File: src/design/itd_pkg.sv
// Shared constants and types of the instruction timing decoder
package itd_pkg;

  ////////////////////////////////////////////////////////////////
  // Instruction lengths in bytes
  localparam logic [1:0] LEN_1 = 2'h1;
  localparam logic [1:0] LEN_2 = 2'h2;
  localparam logic [1:0] LEN_3 = 2'h3;

  // Execution times in core clock cycles
  localparam logic [2:0] CYC_1 = 3'h1;
  localparam logic [2:0] CYC_2 = 3'h2;
  localparam logic [2:0] CYC_3 = 3'h3;
  localparam logic [2:0] CYC_4 = 3'h4;
  localparam logic [2:0] CYC_5 = 3'h5;
  localparam logic [2:0] CYC_6 = 3'h6;

  // Flag write masks: bit 0 carry, 1 aux carry, 2 overflow
  localparam logic [2:0] FM_NONE  = 3'h0;
  localparam logic [2:0] FM_CY    = 3'h1;
  localparam logic [2:0] FM_CY_OV = 3'h5;
  localparam logic [2:0] FM_ARITH = 3'h7;

  // Bit space layout
  localparam logic [7:0] BIT_SFR_LIM  = 8'h80;
  localparam logic [3:0] BIT_RAM_BASE = 4'h2;

  // Opcodes watched by timing checks
  localparam logic [7:0] OPC_ADD_DIR = 8'h25;
  localparam logic [7:0] OPC_MUL     = 8'hA4;
  localparam logic [7:0] OPC_DIV     = 8'h84;
  localparam logic [7:0] OPC_DA      = 8'hD4;

  ////////////////////////////////////////////////////////////////
  // Operand space reached by an instruction
  typedef enum logic [2:0] {
    SP_NONE = 3'h0, SP_REG = 3'h1, SP_DIRECT = 3'h2, SP_IND8 = 3'h3,
    SP_XDATA8 = 3'h4, SP_XDATA16 = 3'h5, SP_CODE = 3'h6, SP_BIT = 3'h7
  } itd_space_t;

  // Decoded table entry
  typedef struct packed {
    logic       ok;
    logic [1:0] len;
    logic [2:0] cyc;
    itd_space_t sp;
    logic       xwr;
    logic [2:0] flg;
  } itd_entry_t;

  // Sequencer states, Gray along idle-lookup-execute
  typedef enum logic [1:0] {
    ST_IDLE = 2'b00, ST_LOOK = 2'b01, ST_EXEC = 2'b11
  } itd_state_t;

endpackage : itd_pkg

File: src/design/itd_dec_if.sv
// Lookup channel between the sequencer and the decode table
`timescale 1ns/1ns
`default_nettype none
interface itd_dec_if import itd_pkg::*; ();
  logic [7:0] opcode;
  logic       req;
  itd_entry_t entry;

  modport rom  (input opcode, input req, output entry);
  modport core (output opcode, output req, input entry);
endinterface : itd_dec_if
`default_nettype wire

File: src/design/itd_decode_rom.sv
// Opcode table giving length, cycles, operand space and flags
`timescale 1ns/1ns
`default_nettype none
module itd_decode_rom import itd_pkg::*; (
  input wire logic  core_clk_in,
  input wire logic  rst_n_in,
  itd_dec_if.rom    dif
);

  typedef struct packed {
    itd_entry_t e;
  } itd_rom_st_t;

  itd_rom_st_t s_q;
  itd_rom_st_t s_d;
  logic [3:0]  hi;
  logic [3:0]  lo;

  function automatic itd_entry_t mk(input logic [1:0] l, input logic [2:0] c,
                                    input itd_space_t sp, input logic [2:0] f);
    mk = '{ok: 1'b1, len: l, cyc: c, sp: sp, xwr: 1'b0, flg: f};
  endfunction : mk

  assign hi = dif.opcode[7:4];
  assign lo = dif.opcode[3:0];

  ////////////////////////////////////////////////////////////////
  // Table lookup, taken only on a request
  always_comb
  begin
    s_d = s_q;
    if (dif.req)
    begin
      s_d.e = '0;
      // Accumulator-operand families share one layout
      if (hi inside {4'h2, 4'h3, 4'h9, 4'h4, 4'h5, 4'h6, 4'hE} && lo >= 4'h4 && !(hi == 4'hE && lo == 4'h4))
      begin
        if (lo == 4'h4)
          s_d.e = mk(LEN_2, CYC_2, SP_NONE, FM_NONE);
        else if (lo == 4'h5)
          s_d.e = mk(LEN_2, CYC_2, SP_DIRECT, FM_NONE);
        else if (lo[3:1] == 3'h3)
          s_d.e = mk(LEN_1, CYC_2, SP_IND8, FM_NONE);
        else
          s_d.e = mk(LEN_1, CYC_1, SP_REG, FM_NONE);
        if (hi inside {4'h2, 4'h3, 4'h9})
          s_d.e.flg = FM_ARITH;
      end
      else if (hi inside {4'h4, 4'h5, 4'h6} && lo == 4'h2)
        s_d.e = mk(LEN_2, CYC_3, SP_DIRECT, FM_NONE);
      else if (hi inside {4'h4, 4'h5, 4'h6} && lo == 4'h3)
        s_d.e = mk(LEN_3, CYC_3, SP_DIRECT, FM_NONE);
      else if (hi inside {4'h0, 4'h1} && lo >= 4'h8)
        s_d.e = mk(LEN_1, CYC_2, SP_REG, FM_NONE);
      else if (hi inside {4'h0, 4'h1} && lo[3:1] == 3'h3)
        s_d.e = mk(LEN_1, CYC_3, SP_IND8, FM_NONE);
      else if (hi == 4'hF && lo >= 4'h8)
        s_d.e = mk(LEN_1, CYC_1, SP_REG, FM_NONE);
      else if (hi == 4'hA && lo >= 4'h8)
        s_d.e = mk(LEN_2, CYC_3, SP_REG, FM_NONE);
      else if (hi == 4'h7 && lo >= 4'h8)
        s_d.e = mk(LEN_2, CYC_2, SP_REG, FM_NONE);
      else if (hi == 4'h8 && lo >= 4'h8)
        s_d.e = mk(LEN_2, CYC_2, SP_DIRECT, FM_NONE);
      else if (hi == 4'hC && lo >= 4'h8)
        s_d.e = mk(LEN_1, CYC_2, SP_REG, FM_NONE);
      else
      begin
        casez (dif.opcode)
          8'h04, 8'h14, 8'hE4, 8'hF4, 8'h23, 8'h03, 8'hC4, 8'hA3:
            s_d.e = mk(LEN_1, CYC_1, SP_NONE, FM_NONE);
          8'h33, 8'h13, 8'hC3, 8'hD3, 8'hB3:
            s_d.e = mk(LEN_1, CYC_1, SP_NONE, FM_CY);
          8'h05, 8'h15, 8'h85, 8'h75, 8'hC5:
            s_d.e = mk(dif.opcode inside {8'h85, 8'h75} ? LEN_3 : LEN_2, CYC_3, SP_DIRECT, FM_NONE);
          8'h74:
            s_d.e = mk(LEN_2, CYC_2, SP_NONE, FM_NONE);
          8'hF5, 8'hD0:
            s_d.e = mk(LEN_2, CYC_2, SP_DIRECT, FM_NONE);
          8'hC0:
            s_d.e = mk(LEN_2, CYC_3, SP_DIRECT, FM_NONE);
          8'b1000_011?, 8'b1010_011?:
            s_d.e = mk(LEN_2, CYC_3, SP_IND8, FM_NONE);
          8'b1111_011?:
            s_d.e = mk(LEN_1, CYC_2, SP_IND8, FM_NONE);
          8'b0111_011?:
            s_d.e = mk(LEN_2, CYC_2, SP_IND8, FM_NONE);
          8'b1100_011?, 8'b1101_011?:
            s_d.e = mk(LEN_1, CYC_3, SP_IND8, FM_NONE);
          8'hA4, 8'h84:
            s_d.e = mk(LEN_1, dif.opcode == OPC_MUL ? CYC_2 : CYC_6, SP_NONE, FM_CY_OV);
          8'hD4:
            s_d.e = mk(LEN_1, CYC_3, SP_NONE, FM_CY);
          8'h90:
            s_d.e = mk(LEN_3, CYC_3, SP_NONE, FM_NONE);
          8'h93, 8'h83:
            s_d.e = mk(LEN_1, dif.opcode == 8'h93 ? CYC_5 : CYC_4, SP_CODE, FM_NONE);
          8'b1110_001?, 8'b1111_001?:
            s_d.e = mk(LEN_1, dif.opcode[4] ? CYC_5 : CYC_4, SP_XDATA8, FM_NONE);
          8'hE0, 8'hF0:
            s_d.e = mk(LEN_1, dif.opcode[4] ? CYC_4 : CYC_3, SP_XDATA16, FM_NONE);
          8'hC2, 8'hD2, 8'hB2:
            s_d.e = mk(LEN_2, CYC_3, SP_BIT, FM_NONE);
          8'h82, 8'hB0, 8'h72:
            s_d.e = mk(LEN_2, CYC_2, SP_BIT, FM_CY);
          default:
            s_d.e = '0;
        endcase
        if (dif.opcode inside {8'hF0, 8'hF2, 8'hF3})
          s_d.e.xwr = 1'b1;
      end
    end
  end

  // Registered table output
  always_ff @(posedge core_clk_in)
  begin
    if (!rst_n_in)
      s_q <= '0;
    else
      s_q <= s_d;
  end

  assign dif.entry = s_q.e;

endmodule : itd_decode_rom
`default_nettype wire

File: src/design/itd_core.sv
// Instruction timing sequencer with operand space decode
// How it works
// - Add: reg 1/1, dir 2/2, ind 1/2, imm 2/2
// - Add with carry uses identical lengths, cycles
// - Subtract with borrow: same four length/cycle pairs
// - Inc/dec: acc 1, reg 2, dir/ind 3
// - Product 2, divide 6, BCD correction 3 cycles
// - Bitwise ops into accumulator, four modes timed
// - Bitwise into direct byte: 2/3, 3/3
// - Accumulator clear, invert, rotates, swap: 1/1
// - Accumulator load: 1/1, 2/2, 1/2, 2/2
// - Bank register write: 1/1, 2/3, 2/2
// - Direct write: 2/2, 3/3, 2/3, 3/3
// - Indirect write: 1/2, 2/3, 2/2
// - Data pointer load: 3 bytes, 3 cycles
// - Code read: 1 byte, 5 or 4 cycles
// - Code space read only, indexed only
// - External data: 1 byte, 4/3 read, 5/4 write
// - External data only via accumulator, indirect
// - Core moves between any RAM/SPECIAL_FUNCTION_REGS locations
// - Push 2/3, pop 2/2
// - Exchanges: 1/2, 2/3, 1/3; low digit 1/3
// - 128 RAM bits plus bit-addressable SFRs
// - Carry ops 1/1, direct bit ops 2/3
// - Bit and/or into carry: 2/2
// - Direct address eight bits, internal only
// - Indirect via bank reg 0/1 or pointer
`timescale 1ns/1ns
`default_nettype none
module itd_core import itd_pkg::*; (
  input  wire logic       core_clk_in,
  input  wire logic       rst_n_in,
  input  wire logic       issue_valid_in,
  input  wire logic [7:0] opcode_in,
  input  wire logic [7:0] bit_addr_in,
  output var  logic       ready_out,
  output var  logic       busy_out,
  output var  logic       done_out,
  output var  logic       illegal_out,
  output var  logic [1:0] length_out,
  output var  logic [2:0] cycles_out,
  output var  logic [2:0] space_out,
  output var  logic       addr16_out,
  output var  logic       ext_write_out,
  output var  logic [2:0] flags_out,
  output var  logic [7:0] bit_byte_out,
  output var  logic [2:0] bit_index_out
);

  ////////////////////////////////////////////////////////////////
  // State of the sequencer
  typedef struct packed {
    itd_state_t st;
    logic [2:0] cnt;
    logic       rdy;
    logic       busy;
    logic       done;
    logic       ill;
    logic [1:0] len;
    logic [2:0] cyc;
    itd_space_t sp;
    logic       a16;
    logic       xwr;
    logic [2:0] flg;
    logic [7:0] bitop;
    logic [7:0] bbyte;
    logic [2:0] bidx;
  } itd_core_st_t;

  itd_core_st_t s_q;
  itd_core_st_t s_d;
  logic         accept;

  itd_dec_if dif ();

  ////////////////////////////////////////////////////////////////
  // Decode table, one cycle of latency
  itd_decode_rom u_rom (
    .core_clk_in (core_clk_in),
    .rst_n_in    (rst_n_in),
    .dif         (dif.rom)
  );

  // Lookup request on an accepted issue
  assign accept     = issue_valid_in && s_q.rdy;
  assign dif.opcode = opcode_in;
  assign dif.req    = accept;

  ////////////////////////////////////////////////////////////////
  // Next-state logic
  always_comb
  begin
    s_d      = s_q;
    s_d.done = 1'b0;
    s_d.ill  = 1'b0;
    case (s_q.st)
      ST_IDLE:
      begin
        if (accept)
        begin
          s_d.st    = ST_LOOK;
          s_d.rdy   = 1'b0;
          s_d.bitop = bit_addr_in;
        end
      end
      ST_LOOK:
      begin
        if (!dif.entry.ok)
        begin
          s_d.st  = ST_IDLE;
          s_d.ill = 1'b1;
          s_d.rdy = 1'b1;
        end
        else
        begin
          s_d.st   = ST_EXEC;
          s_d.busy = 1'b1;
          s_d.cnt  = dif.entry.cyc - CYC_1;
          s_d.len  = dif.entry.len;
          s_d.cyc  = dif.entry.cyc;
          s_d.sp   = dif.entry.sp;
          s_d.xwr  = dif.entry.xwr;
          s_d.flg  = dif.entry.flg;
          // Sixteen-bit pointer or code index
          s_d.a16  = dif.entry.sp inside {SP_XDATA16, SP_CODE};
          // Bit number to byte address and bit index
          if (s_q.bitop < BIT_SFR_LIM)
            s_d.bbyte = {BIT_RAM_BASE, s_q.bitop[6:3]};
          else
            s_d.bbyte = {s_q.bitop[7:3], 3'h0};
          s_d.bidx = s_q.bitop[2:0];
        end
      end
      ST_EXEC:
      begin
        if (s_q.cnt == 3'h0)
        begin
          s_d.st   = ST_IDLE;
          s_d.busy = 1'b0;
          s_d.done = 1'b1;
          s_d.rdy  = 1'b1;
        end
        else
          s_d.cnt = s_q.cnt - CYC_1;
      end
      default:
      begin
        s_d     = '0;
        s_d.rdy = 1'b1;
      end
    endcase
  end

  // State register, synchronous reset
  always_ff @(posedge core_clk_in)
  begin
    if (!rst_n_in)
    begin
      s_q     <= '0;
      s_q.rdy <= 1'b1;
    end
    else
      s_q <= s_d;
  end

  ////////////////////////////////////////////////////////////////
  // Outputs straight from the state register
  assign ready_out     = s_q.rdy;
  assign busy_out      = s_q.busy;
  assign done_out      = s_q.done;
  assign illegal_out   = s_q.ill;
  assign length_out    = s_q.len;
  assign cycles_out    = s_q.cyc;
  assign space_out     = s_q.sp;
  assign addr16_out    = s_q.a16;
  assign ext_write_out = s_q.xwr;
  assign flags_out     = s_q.flg;
  assign bit_byte_out  = s_q.bbyte;
  assign bit_index_out = s_q.bidx;

  ////////////////////////////////////////////////////////////////
  // Busy-cycle counter for the checks
  logic [3:0] busy_seen_q;

  always_ff @(posedge core_clk_in)
  begin
    if (!rst_n_in)
      busy_seen_q <= 4'h0;
    else if (s_q.busy)
      busy_seen_q <= busy_seen_q + 4'h1;
    else
      busy_seen_q <= 4'h0;
  end

  // Done comes after exactly the listed busy cycles
  a_busy_len_match: assert property (
    @(posedge core_clk_in) disable iff (!rst_n_in)
    $rose(s_q.done) |-> busy_seen_q == {1'b0, s_q.cyc})
    else $error("busy span differs from cycle count");

  // No new issue taken while executing
  a_no_issue_busy: assert property (
    @(posedge core_clk_in) disable iff (!rst_n_in)
    s_q.busy |-> !s_q.rdy && !dif.req)
    else $error("issue accepted while busy");

  // Multiply runs two cycles
  a_mul_two_cyc: assert property (
    @(posedge core_clk_in) disable iff (!rst_n_in)
    (accept && opcode_in == OPC_MUL) |-> ##2 s_q.busy ##1 s_q.busy ##1 (s_q.done && !s_q.busy))
    else $error("multiply timing wrong");

  // Divide runs six cycles
  a_div_six_cyc: assert property (
    @(posedge core_clk_in) disable iff (!rst_n_in)
    (accept && opcode_in == OPC_DIV) |-> ##2 s_q.busy [*6] ##1 s_q.done)
    else $error("divide timing wrong");

  // BCD correction runs three cycles
  a_bcd_three_cyc: assert property (
    @(posedge core_clk_in) disable iff (!rst_n_in)
    (accept && opcode_in == OPC_DA) |-> ##2 s_q.busy [*3] ##1 s_q.done)
    else $error("bcd correction timing wrong");

  // Add of a direct byte is two bytes, two cycles
  a_add_dir_shape: assert property (
    @(posedge core_clk_in) disable iff (!rst_n_in)
    (accept && opcode_in == OPC_ADD_DIR) |-> ##2 (s_q.len == LEN_2 && s_q.cyc == CYC_2
      && s_q.sp == SP_DIRECT && s_q.flg == FM_ARITH))
    else $error("direct add shape wrong");

  // External data is one byte via accumulator
  a_xdata_one_byte: assert property (
    @(posedge core_clk_in) disable iff (!rst_n_in)
    (s_q.busy && s_q.sp inside {SP_XDATA8, SP_XDATA16}) |-> s_q.len == LEN_1
      && s_q.cyc >= CYC_3 && s_q.cyc <= CYC_5 && s_q.a16 == (s_q.sp == SP_XDATA16))
    else $error("external data shape wrong");

  // Code space is read only, one byte
  a_code_read_only: assert property (
    @(posedge core_clk_in) disable iff (!rst_n_in)
    (s_q.busy && s_q.sp == SP_CODE) |-> !s_q.xwr && s_q.len == LEN_1
      && (s_q.cyc == CYC_4 || s_q.cyc == CYC_5))
    else $error("code space access wrong");

  // Low bit numbers land in bit RAM bytes
  a_bit_ram_map: assert property (
    @(posedge core_clk_in) disable iff (!rst_n_in)
    (s_q.busy && s_q.bitop < BIT_SFR_LIM) |-> s_q.bbyte[7:4] == BIT_RAM_BASE
      && s_q.bbyte[3:0] == s_q.bitop[6:3])
    else $error("bit RAM mapping wrong");

  // Unknown opcode answers illegal after lookup
  a_illegal_return: assert property (
    @(posedge core_clk_in) disable iff (!rst_n_in)
    (s_q.st == ST_LOOK && !dif.entry.ok) |=> s_q.ill && s_q.rdy && !s_q.busy)
    else $error("unsupported opcode handling wrong");

  // Done is a single-cycle pulse
  a_done_single_pulse: assert property (
    @(posedge core_clk_in) disable iff (!rst_n_in)
    s_q.done |=> !s_q.done)
    else $error("done pulse too long");

  // Done frees the core for the next issue
  a_done_frees_core: assert property (
    @(posedge core_clk_in) disable iff (!rst_n_in)
    s_q.done |-> s_q.rdy && !s_q.busy && s_q.st == ST_IDLE)
    else $error("core not idle with done");

  // An accepted issue drops ready at once
  a_issue_drops_ready: assert property (
    @(posedge core_clk_in) disable iff (!rst_n_in)
    accept |=> !s_q.rdy && s_q.st == ST_LOOK)
    else $error("ready still high after issue");

  // External writes only reach external data space
  a_xwr_xdata_only: assert property (
    @(posedge core_clk_in) disable iff (!rst_n_in)
    s_q.xwr |-> s_q.sp inside {SP_XDATA8, SP_XDATA16})
    else $error("external write outside external data");

  // High bit numbers land in bit-addressable register bytes
  a_bit_sfr_map: assert property (
    @(posedge core_clk_in) disable iff (!rst_n_in)
    (s_q.busy && s_q.bitop >= BIT_SFR_LIM) |-> s_q.bbyte == {s_q.bitop[7:3], 3'h0})
    else $error("bit register mapping wrong");

  // Direct operands carry an address byte
  a_direct_two_bytes: assert property (
    @(posedge core_clk_in) disable iff (!rst_n_in)
    (s_q.busy && s_q.sp == SP_DIRECT) |-> s_q.len != LEN_1)
    else $error("direct operand without address byte");

  // Sixteen-bit flag follows the operand space
  a_addr16_by_space: assert property (
    @(posedge core_clk_in) disable iff (!rst_n_in)
    s_q.busy |-> s_q.a16 == (s_q.sp inside {SP_XDATA16, SP_CODE}))
    else $error("address width flag wrong");

endmodule : itd_core
`default_nettype wire

File: config.mk
export PLATFORM = sky130hd
export DESIGN_NAME = itd_core
export DESIGN_NICKNAME = d
export VERILOG_FILES = /design/src/design/itd_pkg.sv /design/src/design/itd_dec_if.sv /design/src/design/itd_decode_rom.sv /design/src/design/itd_core.sv
export SDC_FILE = /design/constraint.sdc
export NUM_CORES = 1
export LEC_CHECK = 0
export BUFFER_PORTS_ARGS = -buffer_cell sky130_fd_sc_hd__clkbuf_2
export CORE_MARGIN = 3
export CORE_UTILIZATION = 30
export DETAILED_ROUTE_END_ITERATION = 16
export SLEW_MARGIN = 40
export SYNTH_ARGS = -nofsm -noshare
export SYNTH_HDL_FRONTEND = slang
export SYNTH_SLANG_ARGS = --single-unit
File: constraint.sdc
create_clock -name core_clk_in -period 1.55 [get_ports core_clk_in]
set_input_delay 0.155 -clock core_clk_in [delete_from_list [all_inputs] [get_ports core_clk_in]]
set_output_delay 0.155 -clock core_clk_in [all_outputs]
set_load 0.005 [all_outputs]
==> out/metrics.cfg <==
[cells_and_area]
fin_cells=661
finalInstanceArea_sq_mm=0.00449
regArea_sq_mm=0.00109
finalNetCount=549
postLayoutCoreUtil=0.428
final_cell_mix=buf_4 (98), dfxtp_1 (52), nor2_1 (41), clkbuf_2 (40), nand2_1 (35)
n_antenna_cell=0
drive_gt1_frac=0.385
area.growth.synth_to_final_pct=35.6
layout_commonest_cell=buf_4
fillers=1055
multi_input_area_sq_mm=0.00205

[clock_network]
cts_tree=built
clock_latency_ps=310
clockBufferDepth=2
cts_sinks=54
path_clk_slew_ps=100
htree_num_levels=2
cts_root_buffer=clkbuf_8
cts_made_buffers=5

[pwr]
power.density_mw_per_mm2=820
leakage_nw=1.86
ir_drop_mv=0.491
power_mw=3.69

[floorplanning]
dieWidth_um=111
rows=37
die-height_um=111
dieArea_sq_mm=0.0123
start_util=0.315
boundaryPins=47
core_sq_mm=0.0105

[grt]
grt_overflow=0
antenna_found_initial=0
grt_max_degree=25
grt_pass1_wl_um=17400
grt_usage=0.167
grt_pass1_vias=3451

[worst_hold_path]
hp-class=input pin to flop
min_path_cells=3

[route]
via_per_inst=5.39
drtPass1Iterations=5
initialDrtViolationCount=290
drt-total-wl_um=10500
drcViolationCount=0
wl_per_cell_um=15.9
ant_nets=0
vias=3564

[place]
dpl_cell_area_sq_mm=0.00418
place_ws_ps=-325
place_congestion=0.950
dpl.hpwl_um=8100
dp_cells=653
portBuffers=46

[synthesis]
ys_ff_latch=54
synthesis.nets=453
avgSynthCellArea_sq_um=7.72
synth_edf_count=0
ys.flop_type=dfxtp_1
syn_area_sq_mm=0.00331
synth-warning-count=0
synth_cell_types=69
async_flop_share=0
synth.yosys.seq_area_share=0.326
synthCells=429

[timing]
finalHoldViolCount=0
tightest_slew_ps=487
final.setup.tns_ps=0
hold_slack_ps=99.0
period_share=0.972
fmax_mhz=664
final_max_slew_viol_count=0
layout_setup_ws_ps=43.4
worst_clock_skew_ps=11.1
rsz0062_at_grt=yes
setup_viol_count_final=0
slew_headroom=0.667
period_minus_slack_ps=1510

[setup_path]
cp.arrival_ps=1750
critPathLaunchType=flop
reg2reg_depth=7
critPathRequiredTime_ps=1790
end_kind=flop
critPathKind=flop to flop
cp_max_fo=4

[run_status]
status=finished clean

[flow_run]
max_cap_viol_count=0

## path summary, 6_finish.rpt
path                                startpoint                           end  slack, ps
hold reg to reg   bit_byte_out[1]$_SDFFE_PN0P_  bit_byte_out[1]$_SDFFE_PN0P_        460
setup reg to reg          s_q[39]$_SDFFE_PN0P_          s_q[38]$_SDFFE_PN0P_         40
setup / recovery          s_q[39]$_SDFFE_PN0P_          s_q[38]$_SDFFE_PN0P_         40
hold / removal                  bit_addr_in[2]          s_q[13]$_SDFFE_PN0P_        100
## metal layers
metal	vias up	wire length [um]	GRT usage
met5	-	0	0
met1	1682	4770	0.229
li1	1729	-	-
met2	129	5020	0.284
met3	24	549	0.0202
met4	0	195	0.0357
## worst max-delay path: stages (launching register included)
cell and delay [ps]:
dfxtp_4 390, ha_4 170, mux2i_2 230, ha_2 250, xnor2_2 60, o22ai_1 150, nand2_1 80, a21oi_2 100
## cell families after synthesis
family | after synthesis | synth area share
fa+ha+maj | 5 | 0.0189
mux | 9 | 0.0279
flops | 54 | 0.326
buf+inv | 71 | 0.117
simple gates | 166 | 0.257
xor+xnor | 2 | 0.00529
compound gates | 122 | 0.248
## registers in the layout (all words and copies together), names as in the netlist, 2 cells and up
register,cells
bit_byte_out,8
flags_out,3
u_rom.dif.entry,13
cycles_out,3
s_q,13
length_out,2
bit_index_out,3
space_out,3
## cells in the mapped netlist (4+ instances only)
cell type / number / share of area
nor4_1: 5 / 0.0094
nand2b_1: 5 / 0.0094
nor3_1: 12 / 0.018
inv_1: 10 / 0.011
o22ai_1: 4 / 0.0076
a211oi_1: 7 / 0.016
nor3b_1: 4 / 0.0091
nand3_1: 25 / 0.038
and3_1: 4 / 0.0076
a22oi_1: 18 / 0.041
nor2b_1: 10 / 0.019
nand2_1: 36 / 0.041
ha_1: 5 / 0.019
nor2_1: 42 / 0.048
buf_4: 22 / 0.050
dfxtp_1: 54 / 0.33
mux2i_1: 7 / 0.021
a21oi_1: 40 / 0.060
o21ai_0: 15 / 0.023
clkbuf_1: 16 / 0.018
buf_2: 17 / 0.026
## power by group
group,leakage (nW),internal [mW],total [mW],switching [mW]
Sequential,0.440,1.50,1.59,0.0957
Combinational,1.38,0.623,1.33,0.706
Clock,0.0444,0.313,0.766,0.453
## layout make-up
cell class | count | area share
clock buffer | 5 | 0.0153
clock inverter | 2 | 0.00306
inverter | 11 | 0.00919
multi-input combinational | 304 | 0.455
sequential | 54 | 0.242
tap | 136 | 0.0379
timing repair buffer | 149 | 0.237
## repair_timing
action / in CTS / in global routing
hold buffers: 0 / 0
buffers inserted: 0 / 1
gates resized for setup: 11 / 51
pin swaps: 0 / 11
cloned: 0 / 0
setup endpoints to repair: 16 / 35
(Power assumes the default switching activity.)
